`src/inc/core_params.svh`:
```
// constants for the instruction decode and execution core
`ifndef CORE_PARAMS_SVH
`define CORE_PARAMS_SVH

// fixed addresses and reset values
`define SWI_VECTOR    15'h00ff
`define REG_PAGE      4'hf
`define SP_RESET      8'h6f
`define PC_RESET      15'h0000
`define JP_BIAS       15'h001f

// single opcodes
`define OP_SWI        8'h00
`define OP_LDB_IMM    8'h03
`define OP_NOP        8'h60
`define OP_JP_FIRST   8'h40
`define OP_JP_LAST    8'h7f

// field positions
`define PL_MSB        7
`define PU_LSB        8
`define PC_MSB        14
`define SEG_LSB       12

// execution lengths in instruction cycles
`define CYC_ONE       3'd1
`define CYC_TWO       3'd2
`define CYC_THREE     3'd3
`define CYC_FOUR      3'd4
`define CYC_FIVE      3'd5
`define CYC_SEVEN     3'd7

`endif

```
`src/inc/core_pkg.sv`:
```
// types shared by the instruction decode and execution core
package core_pkg;

   typedef enum logic [4:0]
   {
      no_op,
      software_irq_entry,
      load_reg_imm,
      short_relative_jump,
      load_b_short,
      b_nibble_compare_skip,
      absolute_segment_jump,
      absolute_segment_call,
      decrement_skip_zero,
      alu_indirect,
      alu_immediate,
      alu_direct,
      load_acc_from_rom_table,
      jump_via_rom_table,
      vector_to_service,
      subroutine_exit,
      exit_and_skip,
      interrupt_exit,
      push_acc,
      pop_acc,
      decimal_adjust,
      mask_test_skip,
      long_absolute_jump,
      long_absolute_call,
      mem_transfer
   } op_class_e;

   typedef logic [3:0] alu_fn_t;

endpackage

```
`src/rtl/alu_unit.sv`:
```
// accumulator arithmetic, logic, compare and decimal adjust
`timescale 1ns/10ps
`include "core_params.svh"

module alu_unit
   import core_pkg::*;
(
   // operands
   input  wire logic [7:0] acc_in,
   input  wire logic [7:0] operand,
   input  wire logic       carry_in,
   input  wire logic       half_carry_in,
   input  wire alu_fn_t    fn,
   // results
   output logic      [7:0] result,
   output logic            carry_out,
   output logic            half_carry_out,
   output logic            cond_true
);

   logic [8:0] sum;
   logic [4:0] low_sum;
   logic [7:0] addend;
   logic       cin;

   // subtract with carry adds the complement, carry meaning no borrow
   assign addend  = (fn == 4'h2) ? ~operand : operand;
   assign cin     = (fn == 4'h1 || fn == 4'h2) ? carry_in : 1'b0;
   assign sum     = {1'b0, acc_in} + {1'b0, addend} + {8'h00, cin};
   assign low_sum = {1'b0, acc_in[3:0]} + {1'b0, addend[3:0]} + {4'h0, cin};

   always_comb
   begin
      result         = acc_in;
      carry_out      = carry_in;
      half_carry_out = half_carry_in;
      cond_true      = 1'b0;
      unique case (fn)
         4'h0:
         begin
            result = sum[7:0];
         end
         4'h1, 4'h2:
         begin
            result         = sum[7:0];
            carry_out      = sum[8];
            half_carry_out = low_sum[4];
         end
         4'h3: result = acc_in & operand;
         4'h4: result = acc_in | operand;
         4'h5: result = acc_in ^ operand;
         4'h6: cond_true = (acc_in == operand);
         4'h7: cond_true = (acc_in > operand);
         // bcd correction: a clear carry or half carry takes six off that digit
         default: result = acc_in - {(carry_in ? 4'h0 : 4'h6), (half_carry_in ? 4'h0 : 4'h6)};
      endcase
   end

endmodule

```
`src/rtl/mcu_instruction_decode_exec.sv`:
```
// instruction decode and execution sequencer of the 8-bit accumulator core
`timescale 1ns/10ps
`include "core_params.svh"

// Behaviour
// - immediate operand comes from the instruction's 8-bit field
// - load B short form carries a 4-bit operand in one byte
// - table load reads program memory at upper pc and accumulator, three cycles
// - relative jump adds -31..+32 over all 15 pc bits; +1 is no-op
// - segment jump and call replace only low twelve pc bits
// - long jump and call load all fifteen pc bits
// - indirect jump loads low pc byte from program memory at upper pc, accumulator
// - vector instruction loads two adjacent vector bytes into pc, five cycles
// - mask test ANDs accumulator with immediate, skips on zero, two cycles
// - decrement register byte, write back, skip when zero, three cycles
// - B nibble compare executes next only when low nibble of B differs
// - skipped instruction costs one cycle per opcode byte
// - push writes then decrements; pop increments then reads; three cycles
// - software interrupt pushes pc, drops stack by two, jumps to 0FF
// - return raises stack by two and reloads pc, five cycles
// - interrupt return restores pc like return and sets interrupt enable
// - every instruction takes its own byte and cycle count
// - load and exchange take 1, 3, 2 or 3 cycles by pointer mode
// - register operands lie in F0..FF including B, X and stack pointer
// - pc is fifteen bits: upper seven and low byte moved separately
// - decimal adjust corrects accumulator after add or subtract with carry
module mcu_instruction_decode_exec
   import core_pkg::*;
(
   // clock and reset
   input  wire logic        ref_clk,
   input  wire logic        rst,
   // program memory, read data follows the address in the same cycle
   output logic      [14:0] prog_addr,
   input  wire logic [7:0]  prog_data,
   // data memory, read data follows the address in the same cycle
   output logic      [7:0]  data_addr,
   input  wire logic [7:0]  data_rdata,
   output logic             data_wr,
   output logic      [7:0]  data_wdata,
   // interrupts
   input  wire logic        irq_req,
   input  wire logic [14:0] irq_vec_addr,
   output logic             irq_ack,
   output logic             global_irq_en,
   // visible core state
   output logic      [7:0]  acc
);

   function automatic op_class_e decode_op(input logic [7:0] o);
      op_class_e c;
      c = no_op;
      if (o == `OP_SWI)
         c = software_irq_entry;
      else if (o <= `OP_LDB_IMM)
         c = load_reg_imm;
      else if (o >= `OP_JP_FIRST && o <= `OP_JP_LAST && o != `OP_NOP)
         c = short_relative_jump;
      else if (o[7])
      begin
         unique case (o[6:4])
            3'h0: c = load_b_short;
            3'h1: c = b_nibble_compare_skip;
            3'h2: c = absolute_segment_jump;
            3'h3: c = absolute_segment_call;
            3'h4: c = decrement_skip_zero;
            3'h5: c = o[3] ? alu_immediate : alu_indirect;
            3'h6:
            begin
               unique case (o[3:0])
                  4'h8: c = load_acc_from_rom_table;
                  4'h9: c = jump_via_rom_table;
                  4'ha: c = vector_to_service;
                  4'hb: c = subroutine_exit;
                  4'hc: c = exit_and_skip;
                  4'hd: c = interrupt_exit;
                  4'he: c = push_acc;
                  4'hf: c = pop_acc;
                  default: c = alu_direct;
               endcase
            end
            3'h7:
            begin
               unique case (o[3:0])
                  4'h0: c = decimal_adjust;
                  4'h1: c = mask_test_skip;
                  4'h2: c = long_absolute_jump;
                  4'h3: c = long_absolute_call;
                  default: c = (o[3:0] >= 4'h4) ? mem_transfer : no_op;
               endcase
            end
         endcase
      end
      return c;
   endfunction

   function automatic logic [1:0] op_bytes(input op_class_e c);
      if (c == alu_direct || c == long_absolute_jump || c == long_absolute_call)
         return 2'd3;
      if (c == alu_immediate || c == load_reg_imm || c == absolute_segment_jump
          || c == absolute_segment_call || c == mask_test_skip)
         return 2'd2;
      return 2'd1;
   endfunction

   function automatic logic [2:0] op_cycles(input op_class_e c, input logic [7:0] o);
      logic [2:0] n;
      n = `CYC_ONE;
      if (c == alu_immediate || c == load_reg_imm || c == mask_test_skip)
         n = `CYC_TWO;
      if (c == load_acc_from_rom_table || c == short_relative_jump || c == absolute_segment_jump
          || c == jump_via_rom_table || c == push_acc || c == pop_acc
          || c == decrement_skip_zero)
         n = `CYC_THREE;
      if (c == alu_direct || c == long_absolute_jump)
         n = `CYC_FOUR;
      if (c == absolute_segment_call || c == long_absolute_call || c == vector_to_service
          || c == subroutine_exit || c == exit_and_skip || c == interrupt_exit)
         n = `CYC_FIVE;
      if (c == software_irq_entry)
         n = `CYC_SEVEN;
      if (c == mem_transfer)
         n = (o[3] ? o[2] : o[1]) ? `CYC_THREE : (o[3] ? `CYC_TWO : `CYC_ONE);
      return n;
   endfunction

   logic [14:0] pc;
   logic [7:0]  b;
   logic [7:0]  x;
   logic [7:0]  sp;
   logic        carry;
   logic        half_carry;
   logic        skip;
   logic        hw_entry;
   logic [2:0]  step;
   logic [7:0]  op;
   logic [7:0]  t1;
   logic [7:0]  t2;

   logic [14:0] next_pc;
   logic [14:0] next_prog_addr;
   logic [7:0]  next_b;
   logic [7:0]  next_x;
   logic [7:0]  next_sp;
   logic [7:0]  next_acc;
   logic        next_carry;
   logic        next_half_carry;
   logic        next_gie;
   logic        next_skip;
   logic        next_hw_entry;
   logic        next_irq_ack;
   logic [2:0]  next_step;
   logic [7:0]  next_t1;
   logic [7:0]  next_t2;
   logic [7:0]  next_data_addr;
   logic        next_data_wr;
   logic [7:0]  next_data_wdata;
   logic [14:0] tgt;
   logic        skip_set;

   // decode of the current opcode: byte 0 is live on the bus in the first cycle
   wire logic [7:0]  opc      = (step == 3'd0) ? (hw_entry ? `OP_SWI : prog_data) : op;
   wire op_class_e   cls      = decode_op(opc);
   wire logic [1:0]  nbytes   = op_bytes(cls);
   wire logic [2:0]  ncyc     = skip ? {1'b0, nbytes} : op_cycles(cls, opc);
   wire logic        last     = (step == ncyc - 3'd1);
   wire logic [14:0] seq_pc   = pc + {13'h0000, nbytes};
   wire logic [14:0] ret_pc   = hw_entry ? pc : seq_pc;
   wire logic [6:0]  pu_next  = seq_pc[`PC_MSB:`PU_LSB];
   wire logic        x_auto   = opc[3];
   wire logic        x_use_x  = x_auto ? opc[2] : opc[1];
   wire logic        x_xch    = x_auto ? opc[1] : opc[0];
   wire logic [7:0]  x_step   = opc[0] ? 8'hff : 8'h01;
   wire logic [7:0]  reg_addr = {`REG_PAGE, opc[3:0]};
   wire logic        reg_ptr  = (reg_addr == 8'hfc || reg_addr == 8'hfd || reg_addr == 8'hfe);
   wire logic [7:0]  reg_val  = (reg_addr == 8'hfc) ? x : ((reg_addr == 8'hfd) ? sp : b);
   wire logic [7:0]  reg_dec  = (reg_ptr ? reg_val : data_rdata) - 8'h01;

   // alu operand: immediate byte or memory byte
   wire logic [7:0]  alu_in   = (cls == alu_immediate) ? prog_data : data_rdata;
   wire alu_fn_t     alu_fn   = (cls == decimal_adjust) ? 4'h8 : {1'b0, opc[2:0]};
   logic [7:0]       alu_res;
   logic             alu_c;
   logic             alu_hc;
   logic             alu_cond;

   alu_unit u_alu
   (
      .acc_in         (acc),
      .operand        (alu_in),
      .carry_in       (carry),
      .half_carry_in  (half_carry),
      .fn             (alu_fn),
      .result         (alu_res),
      .carry_out      (alu_c),
      .half_carry_out (alu_hc),
      .cond_true      (alu_cond)
   );

   always_comb
   begin
      next_pc         = pc;
      next_prog_addr  = prog_addr;
      next_b          = b;
      next_x          = x;
      next_sp         = sp;
      next_acc        = acc;
      next_carry      = carry;
      next_half_carry = half_carry;
      next_gie        = global_irq_en;
      next_skip       = skip;
      next_hw_entry   = hw_entry;
      next_irq_ack    = 1'b0;
      next_step       = step + 3'd1;
      next_t1         = t1;
      next_t2         = t2;
      next_data_addr  = data_addr;
      next_data_wr    = 1'b0;
      next_data_wdata = data_wdata;
      tgt             = seq_pc;
      skip_set        = 1'b0;
      if (step == 3'd0)
         next_prog_addr = pc + 15'd1;
      if (step == 3'd1)
         next_prog_addr = pc + 15'd2;
      if (!skip)
      begin
         unique case (cls)
            no_op: ;
            software_irq_entry, absolute_segment_call, long_absolute_call:
            begin
               // low byte at the stack top, upper part one below
               if (step == ((cls == software_irq_entry) ? 3'd0 : nbytes - 2'd1))
               begin
                  next_data_addr  = sp;
                  next_data_wr    = 1'b1;
                  next_data_wdata = ret_pc[`PL_MSB:0];
               end
               if (step == ((cls == software_irq_entry) ? 3'd1 : {1'b0, nbytes}))
               begin
                  next_data_addr  = sp - 8'h01;
                  next_data_wr    = 1'b1;
                  next_data_wdata = {1'b0, ret_pc[`PC_MSB:`PU_LSB]};
               end
               if (step == 3'd1)
                  next_t1 = prog_data;
               if (step == 3'd2)
                  next_t2 = prog_data;
               if (step == ((cls == software_irq_entry) ? 3'd2 : 3'd4))
                  next_sp = sp - 8'h02;
               if (cls == software_irq_entry)
               begin
                  tgt = `SWI_VECTOR;
                  if (last)
                     next_gie = 1'b0;
               end
               else if (cls == absolute_segment_call)
                  tgt = {pc[`PC_MSB:`SEG_LSB], opc[3:0], t1};
               else
                  tgt = {t1[6:0], t2};
            end
            load_reg_imm:
               if (step == 3'd1)
               begin
                  if (opc[1:0] == 2'd1)
                     next_x = prog_data;
                  else if (opc[1:0] == 2'd2)
                     next_sp = prog_data;
                  else
                     next_b = prog_data;
               end
            short_relative_jump:
               tgt = pc + {9'h000, opc[5:0]} - `JP_BIAS;
            load_b_short:
               next_b = {4'h0, opc[3:0]};
            b_nibble_compare_skip:
               skip_set = (b[3:0] == opc[3:0]);
            absolute_segment_jump, long_absolute_jump:
            begin
               if (step == 3'd1)
                  next_t1 = prog_data;
               if (step == 3'd2)
                  next_t2 = prog_data;
               if (cls == absolute_segment_jump)
                  tgt = {pc[`PC_MSB:`SEG_LSB], opc[3:0], t1};
               else
                  tgt = {t1[6:0], t2};
            end
            decrement_skip_zero:
            begin
               if (step == 3'd0)
                  next_data_addr = reg_addr;
               if (step == 3'd1)
               begin
                  next_t1 = reg_dec;
                  if (reg_addr == 8'hfc)
                     next_x = reg_dec;
                  else if (reg_addr == 8'hfd)
                     next_sp = reg_dec;
                  else if (reg_addr == 8'hfe)
                     next_b = reg_dec;
                  else
                  begin
                     next_data_wr    = 1'b1;
                     next_data_wdata = reg_dec;
                  end
               end
               skip_set = (t1 == 8'h00);
            end
            alu_indirect, alu_immediate, alu_direct:
            begin
               if (cls == alu_direct && step == 3'd1)
                  next_data_addr = prog_data;
               if (last && opc[2:1] != 2'b11)
               begin
                  next_acc        = alu_res;
                  next_carry      = alu_c;
                  next_half_carry = alu_hc;
               end
               skip_set = (opc[2:1] == 2'b11) && !alu_cond;
            end
            load_acc_from_rom_table, jump_via_rom_table:
            begin
               if (step == 3'd0)
                  next_prog_addr = {pu_next, acc};
               if (step == 3'd1)
               begin
                  next_t1 = prog_data;
                  if (cls == load_acc_from_rom_table)
                     next_acc = prog_data;
               end
               if (cls == jump_via_rom_table)
                  tgt = {pu_next, t1};
            end
            vector_to_service:
            begin
               if (step == 3'd0)
                  next_prog_addr = irq_vec_addr;
               if (step == 3'd1)
               begin
                  next_t1        = prog_data;
                  next_prog_addr = irq_vec_addr + 15'd1;
               end
               if (step == 3'd2)
                  next_t2 = prog_data;
               tgt = {t1[6:0], t2};
            end
            subroutine_exit, exit_and_skip, interrupt_exit:
            begin
               if (step == 3'd0)
                  next_data_addr = sp + 8'h02;
               if (step == 3'd1)
               begin
                  next_t1        = data_rdata;
                  next_data_addr = sp + 8'h01;
               end
               if (step == 3'd2)
               begin
                  next_t2 = data_rdata;
                  next_sp = sp + 8'h02;
               end
               tgt      = {t2[6:0], t1};
               skip_set = (cls == exit_and_skip);
               if (last && cls == interrupt_exit)
                  next_gie = 1'b1;
            end
            push_acc:
            begin
               if (step == 3'd0)
               begin
                  next_data_addr  = sp;
                  next_data_wr    = 1'b1;
                  next_data_wdata = acc;
               end
               if (step == 3'd1)
                  next_sp = sp - 8'h01;
            end
            pop_acc:
            begin
               if (step == 3'd0)
               begin
                  next_sp        = sp + 8'h01;
                  next_data_addr = sp + 8'h01;
               end
               if (step == 3'd1)
                  next_acc = data_rdata;
            end
            decimal_adjust:
               next_acc = alu_res;
            mask_test_skip:
               skip_set = ((acc & prog_data) == 8'h00);
            mem_transfer:
            begin
               if (step == 3'd0 && x_use_x)
                  next_data_addr = x;
               if (step == (x_use_x ? 3'd1 : 3'd0))
               begin
                  next_acc        = data_rdata;
                  next_data_wr    = x_xch;
                  next_data_wdata = acc;
               end
               if (last && x_auto)
               begin
                  if (x_use_x)
                     next_x = x + x_step;
                  else
                     next_b = b + x_step;
               end
            end
         endcase
      end
      if (last)
      begin
         next_step      = 3'd0;
         next_pc        = tgt;
         next_prog_addr = tgt;
         next_data_addr = next_b;
         next_skip      = skip_set && !skip;
         next_hw_entry  = irq_req && next_gie && !next_skip;
         next_irq_ack   = next_hw_entry;
      end
   end

   always_ff @(posedge ref_clk or posedge rst)
   begin
      if (rst)
      begin
         pc            <= `PC_RESET;
         prog_addr     <= `PC_RESET;
         b             <= 8'h00;
         x             <= 8'h00;
         sp            <= `SP_RESET;
         acc           <= 8'h00;
         carry         <= 1'b0;
         half_carry    <= 1'b0;
         global_irq_en <= 1'b0;
         skip          <= 1'b0;
         hw_entry      <= 1'b0;
         irq_ack       <= 1'b0;
         step          <= 3'd0;
         op            <= 8'h00;
         t1            <= 8'h00;
         t2            <= 8'h00;
         data_addr     <= 8'h00;
         data_wr       <= 1'b0;
         data_wdata    <= 8'h00;
      end
      else
      begin
         pc            <= next_pc;
         prog_addr     <= next_prog_addr;
         b             <= next_b;
         x             <= next_x;
         sp            <= next_sp;
         acc           <= next_acc;
         carry         <= next_carry;
         half_carry    <= next_half_carry;
         global_irq_en <= next_gie;
         skip          <= next_skip;
         hw_entry      <= next_hw_entry;
         irq_ack       <= next_irq_ack;
         step          <= next_step;
         op            <= opc;
         t1            <= next_t1;
         t2            <= next_t2;
         data_addr     <= next_data_addr;
         data_wr       <= next_data_wr;
         data_wdata    <= next_data_wdata;
      end
   end

endmodule
```
`config.mk`:
```
export PLATFORM = sky130hd
export DESIGN_NAME = mcu_instruction_decode_exec
export DESIGN_NICKNAME = d
export VERILOG_FILES = /design/src/inc/core_pkg.sv /design/src/rtl/alu_unit.sv /design/src/rtl/mcu_instruction_decode_exec.sv
export VERILOG_INCLUDE_DIRS = /design/src /design/src/inc
export SDC_FILE = /design/constraint.sdc
export NUM_CORES = 1
export LEC_CHECK = 0
export BUFFER_PORTS_ARGS = -buffer_cell sky130_fd_sc_hd__buf_2
export CORE_AREA = 2 2 180 182
export CTS_CLUSTER_DIAMETER = 40
export CTS_CLUSTER_SIZE = 20
export DETAILED_ROUTE_END_ITERATION = 12
export DIE_AREA = 0 0 182 184
export PLACE_DENSITY_LB_ADDON = 0.25
export SLEW_MARGIN = 20
export SYNTH_ARGS = -nofsm -noshare
export SYNTH_HDL_FRONTEND = slang
export SYNTH_SLANG_ARGS = --single-unit
```
`constraint.sdc`:
```
create_clock -name ref_clk -period 13.9 [get_ports ref_clk]
set_clock_uncertainty 0.05 [all_clocks]
set_input_delay 2.085 -clock ref_clk [delete_from_list [all_inputs] [get_ports ref_clk]]
set_output_delay 2.085 -clock ref_clk [all_outputs]
set_load 0.02 [all_outputs]
```
After elaboration in Yosys (flattened, before gate mapping). Memories as Yosys holds them, arrays and structs flattened. Index checks and enable logic that the tools add are counted.

$add $sub $neg: 21. Order comparisons: 5. Equal/unequal tests: 92. Mux-type cells: 139. Bitwise operators: 6. Reductions and logical operators: 67.

Operators by type and width (number): 8-bit 2-to-1 mux (62); 15-bit 2-to-1 mux (12); 15-bit case mux with 6 select lines (1); 8-bit case mux with 5 select lines (2); 8-bit case mux with 4 select lines (2); 8-bit case mux with 7 select lines (1); 8-bit case mux with 3 select lines (2); 8-bit case mux with 6 select lines (1); 5-bit == test (second input constant) (9); 5-bit by 4-bit == test with 1-bit output (second input constant) (8); 5-bit case mux with 8 select lines (1); 3-bit 2-to-1 mux (11); 15-bit by 1-bit adder with 15-bit output (second input constant) (2); 15-bit case mux with 2 select lines (1); 2-bit inequality test (second input constant) (14); 2-bit by 1-bit inequality test with 1-bit output (second input constant) (13); 5-bit 2-to-1 mux (5); 8-bit logical NOT (3); 1-bit 2-to-1 mux (22); 1-bit logical OR (21); 5-bit by 3-bit == test with 1-bit output (second input constant) (4); 5-bit case mux with 4 select lines (1); 2-bit 2-to-1 mux (9); 9-bit AND reduction (2); 71 further kinds (121).

Flip-flop bits (word level): 112. Memory bits (read-only): 80. Input port bits: 34. Output and inout bits: 42. Logic and storage cells: 350. Memories: 1.

Memory list: (name not given) (words 16, width 5, read ports 1, clocked after Yosys merged registers in 0, wr ports 0, line mcu_instruction_decode_exec.sv:70) `unique case (o[3:0])`.

Logic depth before layout (Yosys ltp).
Word-level depth: 32. Depth in mapped cells: 30. Mapped depth without buffers: 25.

Modules after synthesis. From an unflattened synthesis, not the netlist that was laid out.

Cell total of the unflattened synthesis: 1777. Area total of the unflattened synthesis: 13675.6 µm².

By module, submodules not included: mcu_instruction_decode_exec (times used 1, cells an instance 1558, area an instance 12050.3 µm², sequential area each 2810.2 µm²); alu_unit (times used 1, cells an instance 219, area an instance 1625.3 µm², sequential area each 0.0 µm²).

Worst setup path after synthesis. OpenSTA, ideal clock, no wires.

Path type: input to register. From: input port prog_data[3]. To: register acc[7]. Library setup time: 0.125 ns. Data arrival time: 6.890 ns. Required time: 13.725 ns. Setup slack: 6.836 ns. Stages: 25. Buffers on the path: 4. Path through: clkbuf_1 nor2b_1 mux2i_4 buf_6 a21oi_1 o211ai_1 and2_1 buf_2 or4_1 buf_2 nor2_1 nor3_2 xnor2_1 ha_1 a21o_1 a21o_1 a21o_1 a21o_1 a21o_1 a21oi_1 xor2_1 o21ai_0 a222oi_1 o21ai_0 mux2_2.

Longest elaborated chain between the ends: 28. Elaborated cells on any way between the ends: 117. Classes of those cells: add/sub (3); order compare (4); eq/ne (40); mux (34); bitwise (4); reduce/logical (31); memory (1).

RTL lines: from (decl) (line mcu_instruction_decode_exec.sv:35) `input wire logic [7:0] prog_data,`; branches (longest 28 deep; another with 4-bit by 3-bit greater-or-equal comparator with 1-bit output); to (signal assigned) (line mcu_instruction_decode_exec.sv:455) `acc <= next_acc;`; to (decl) (line mcu_instruction_decode_exec.sv:47) `output logic [7:0] acc`.

Parallel ways; which one is timed is not known. The select of a mux whose other input is x is not followed. A chain may end at the register's enable or synchronous reset.

Final worst setup path.
From: input port prog_data[0]. To: register acc[7].

The elaborated chain is that of the path after synthesis.

==> results_dict.tcl <==
set metrics [dict create \
    status "completed" \
    nets 1884 \
    synthDistinctLibCells 101 \
    io_pins 76 \
    drtPass1Iterations 11 \
    rrSetupSlack_ns 5.24 \
    grt_start_max_net_pins 63 \
    cts_setup_buffers 0 \
    maxSlewHeadroom 0.315 \
    final_antenna_net_count 0 \
    min_path_cells 2 \
    required_ns 14.12 \
    syn_to_final_growth_pct 6.67 \
    synth_area_um2 13400 \
    setup_violations 0 \
    drc 0 \
    holdCritStartpoint "t2[7]" \
    min_period_ns 8.71 \
    worstPathArrival_ns 8.94 \
    gp_congestion 0.993 \
    reg2reg_to "acc[7]" \
    grt_pass1_vias 13800 \
    cts_resized 0 \
    drtIter0Drc 2080 \
    chipHeight_um 184 \
    cts.sinks 112 \
    synth_nets 1888 \
    cp_max_fo 28 \
    drv_slew 0 \
    startpoint "prog_data[0]" \
    reg2reg_depth 22 \
    dp_hpwl_um 42300 \
    gr-total-overflow 0 \
    antenna_found_initial 1 \
    die_area_um2 33500 \
    met3_usage 0.0880 \
    cts_hold_buf 0 \
    grt_use_met2 0.501 \
    cts_htree_levels 3 \
    synth_seq_cells 112 \
    end_kind "flip-flop" \
    min_to "t2[7]" \
    r2r_start "step[0]" \
    initial_utilization 0.428 \
    post_drt_via_cell_ratio 6.83 \
    drt_wl_total_um 57700 \
    fin_setup_tns_ns 0 \
    grt_pass1_wl_um 87300 \
    io_buffers 75 \
    yosysWarnings 0 \
    cts.reportedPaths.clkPinSlew_ns 0.09 \
    num_antenna_cells 0 \
    hold_viol 0 \
    rsz0062_at_grt "no" \
    clk_path_buf_depth 2 \
    syn_inst 1759 \
    core_um2 31400 \
    tritoncts "yes" \
    period_share 0.627 \
    root_buffer "clkbuf_16" \
    synth_edf_count 0 \
    clk_latency_ns 0.39 \
    top_usage_layer "met2" \
    worst_pin_slew_ns 1.02 \
    synth_area_per_cell_um2 7.64 \
    vias 14800 \
    worstSetupStartpointType "input pin" \
    drv_cap 0 \
    grtUsageTotal 0.342 \
    fmax_ghz 0.115 \
    routedWlPerCell_um 26.7 \
    grt_use_met1 0.486 \
    synth_seq_area_share 0.209 \
    min_path_type "flip-flop to flip-flop" \
    timing_worst_setup_path_type "input pin to flip-flop" \
    num_rows 65 \
    synthFlopType "dfrtp_1" \
    async_reset_ff_frac 1.00 \
    cts_inserted_buffers 9 \
    dieWidth_um 182 \
    drive_above_1_share 0.115 \
]
[worst max-delay path by stage]
stage                         to  slack [ns]
after global placement    acc[7]        5.23
after floorplan           acc[7]        6.84
final                     acc[7]        5.19
after global routing      acc[7]        4.93
after detailed placement  acc[7]        5.07
after CTS                 acc[7]        5.45
[registers in the layout (all words and copies together) (netlist names)]
signal / count
skip: 1
half_carry: 1
sp: 8
pc: 15
irq_ack: 1
op: 8
prog_addr: 15
t1: 8
step: 3
x: 8
data_addr: 8
data_wr: 1
carry: 1
hw_entry: 1
b: 8
acc: 8
global_irq_en: 1
t2: 8
data_wdata: 8
[worst max-delay path: stages]
cell and delay (ns):
buf_2 0.23, nor4bb_2 0.30, a21o_2 0.56, inv_4 0.31, nand2_2 0.22, o311a_1 0.63
a211o_1 0.28, nand2_1 0.34, nand2_1 0.60, nand4_1 0.16, a211oi_1 0.24, a31oi_1 0.06
o21ai_0 0.21, ha_1 0.19, xnor2_1 0.26, nor4b_2 0.50, o311a_2 0.85, a211oi_2 0.22
nor2_4 0.29, mux2_2 0.37
[stage by stage]
step	cells	setup WS (ns)	hold WS, ns	area (um2)	util
floorplan	1759	6.84	0.401	13400	-
global placement	2146	5.23	0.437	14100	0.448
detailed placement	2146	5.07	0.449	14100	0.448
CTS	2162	5.45	0.469	14300	0.457
global route	2162	4.93	0.483	14300	0.457
finish	2162	5.19	0.474	14300	0.457
[cells by family (layout without fill, tap and decap cells)]
logic type,count (synthesis),in the layout,share of synthesized area
AO/OA/AOI/OAI,622,622,0.313
AND/OR/NAND/NOR,552,552,0.194
buffers and inverters,200,201,0.0617
XOR/XNOR,114,114,0.0743
flip-flops,112,112,0.209
adder cells (fa/ha/maj),95,95,0.0923
multiplexers,64,64,0.0554
[synthesized netlist by cell type (12+ instances only)]
cell / number / area share
mux2i_1: 40 / 0.030
dfrtp_1: 106 / 0.20
nand2b_1: 12 / 0.0056
o211ai_1: 25 / 0.014
nor2b_1: 18 / 0.0084
a21oi_1: 135 / 0.050
a31oi_1: 25 / 0.012
nor3_1: 37 / 0.014
inv_1: 68 / 0.019
xnor2_1: 87 / 0.057
nor2_1: 146 / 0.041
a221oi_1: 40 / 0.026
ha_1: 88 / 0.082
buf_1: 16 / 0.0045
or3_1: 16 / 0.0074
nand2_1: 187 / 0.052
a21o_1: 31 / 0.017
buf_2: 17 / 0.0063
o221ai_1: 12 / 0.0078
o22ai_1: 31 / 0.014
nand3_1: 54 / 0.020
nand4_1: 16 / 0.0074
a22oi_1: 18 / 0.010
o21ai_0: 134 / 0.050
xor2_1: 27 / 0.018
a211oi_1: 29 / 0.016
clkbuf_1: 80 / 0.022
[layout make-up]
| type | count | area, um2 |
|---|---|---|
| Timing Repair Buffer | 107 | 616 |
| Multi-Input combinational cell | 1447 | 9830 |
| Inverter | 78 | 298 |
| Clock buffer | 9 | 225 |
| Fill cell | 3288 | 17100 |
| Clock inverter | 7 | 61.3 |
| Tap cell | 402 | 503 |
| Sequential cell | 112 | 2810 |
[routing by layer]
metal,vias to the layer above,routed length (um)
met3,175,7450
met1,7022,24400
met4,2,2090
li1,6504,-
met5,-,13
met2,1060,23700
[cells in the final DEF (no fill, tap or decap), types with 11 or more instances in the layout]
cell,n
o21ai_0,134
o221ai_1,12
dfrtp_1,106
xnor2_1,87
nor4_1,11
nand3_1,54
mux2_2,11
inv_1,67
xor2_1,27
nor3_1,37
a31oi_1,25
a22oi_1,18
a22o_1,11
a21o_1,31
nor2b_1,17
o21bai_1,11
nand4_1,16
nand2_1,187
mux2i_1,40
a21oi_1,135
or3_1,16
buf_4,32
nor2_1,145
ha_1,88
a211oi_1,29
o22ai_1,31
a221oi_1,40
buf_2,75
nand2b_1,12
o211ai_1,25
Power is left out: the tool's default activity adds up to more than one toggle a clock period on the data nets, which glitch-free logic cannot reach.
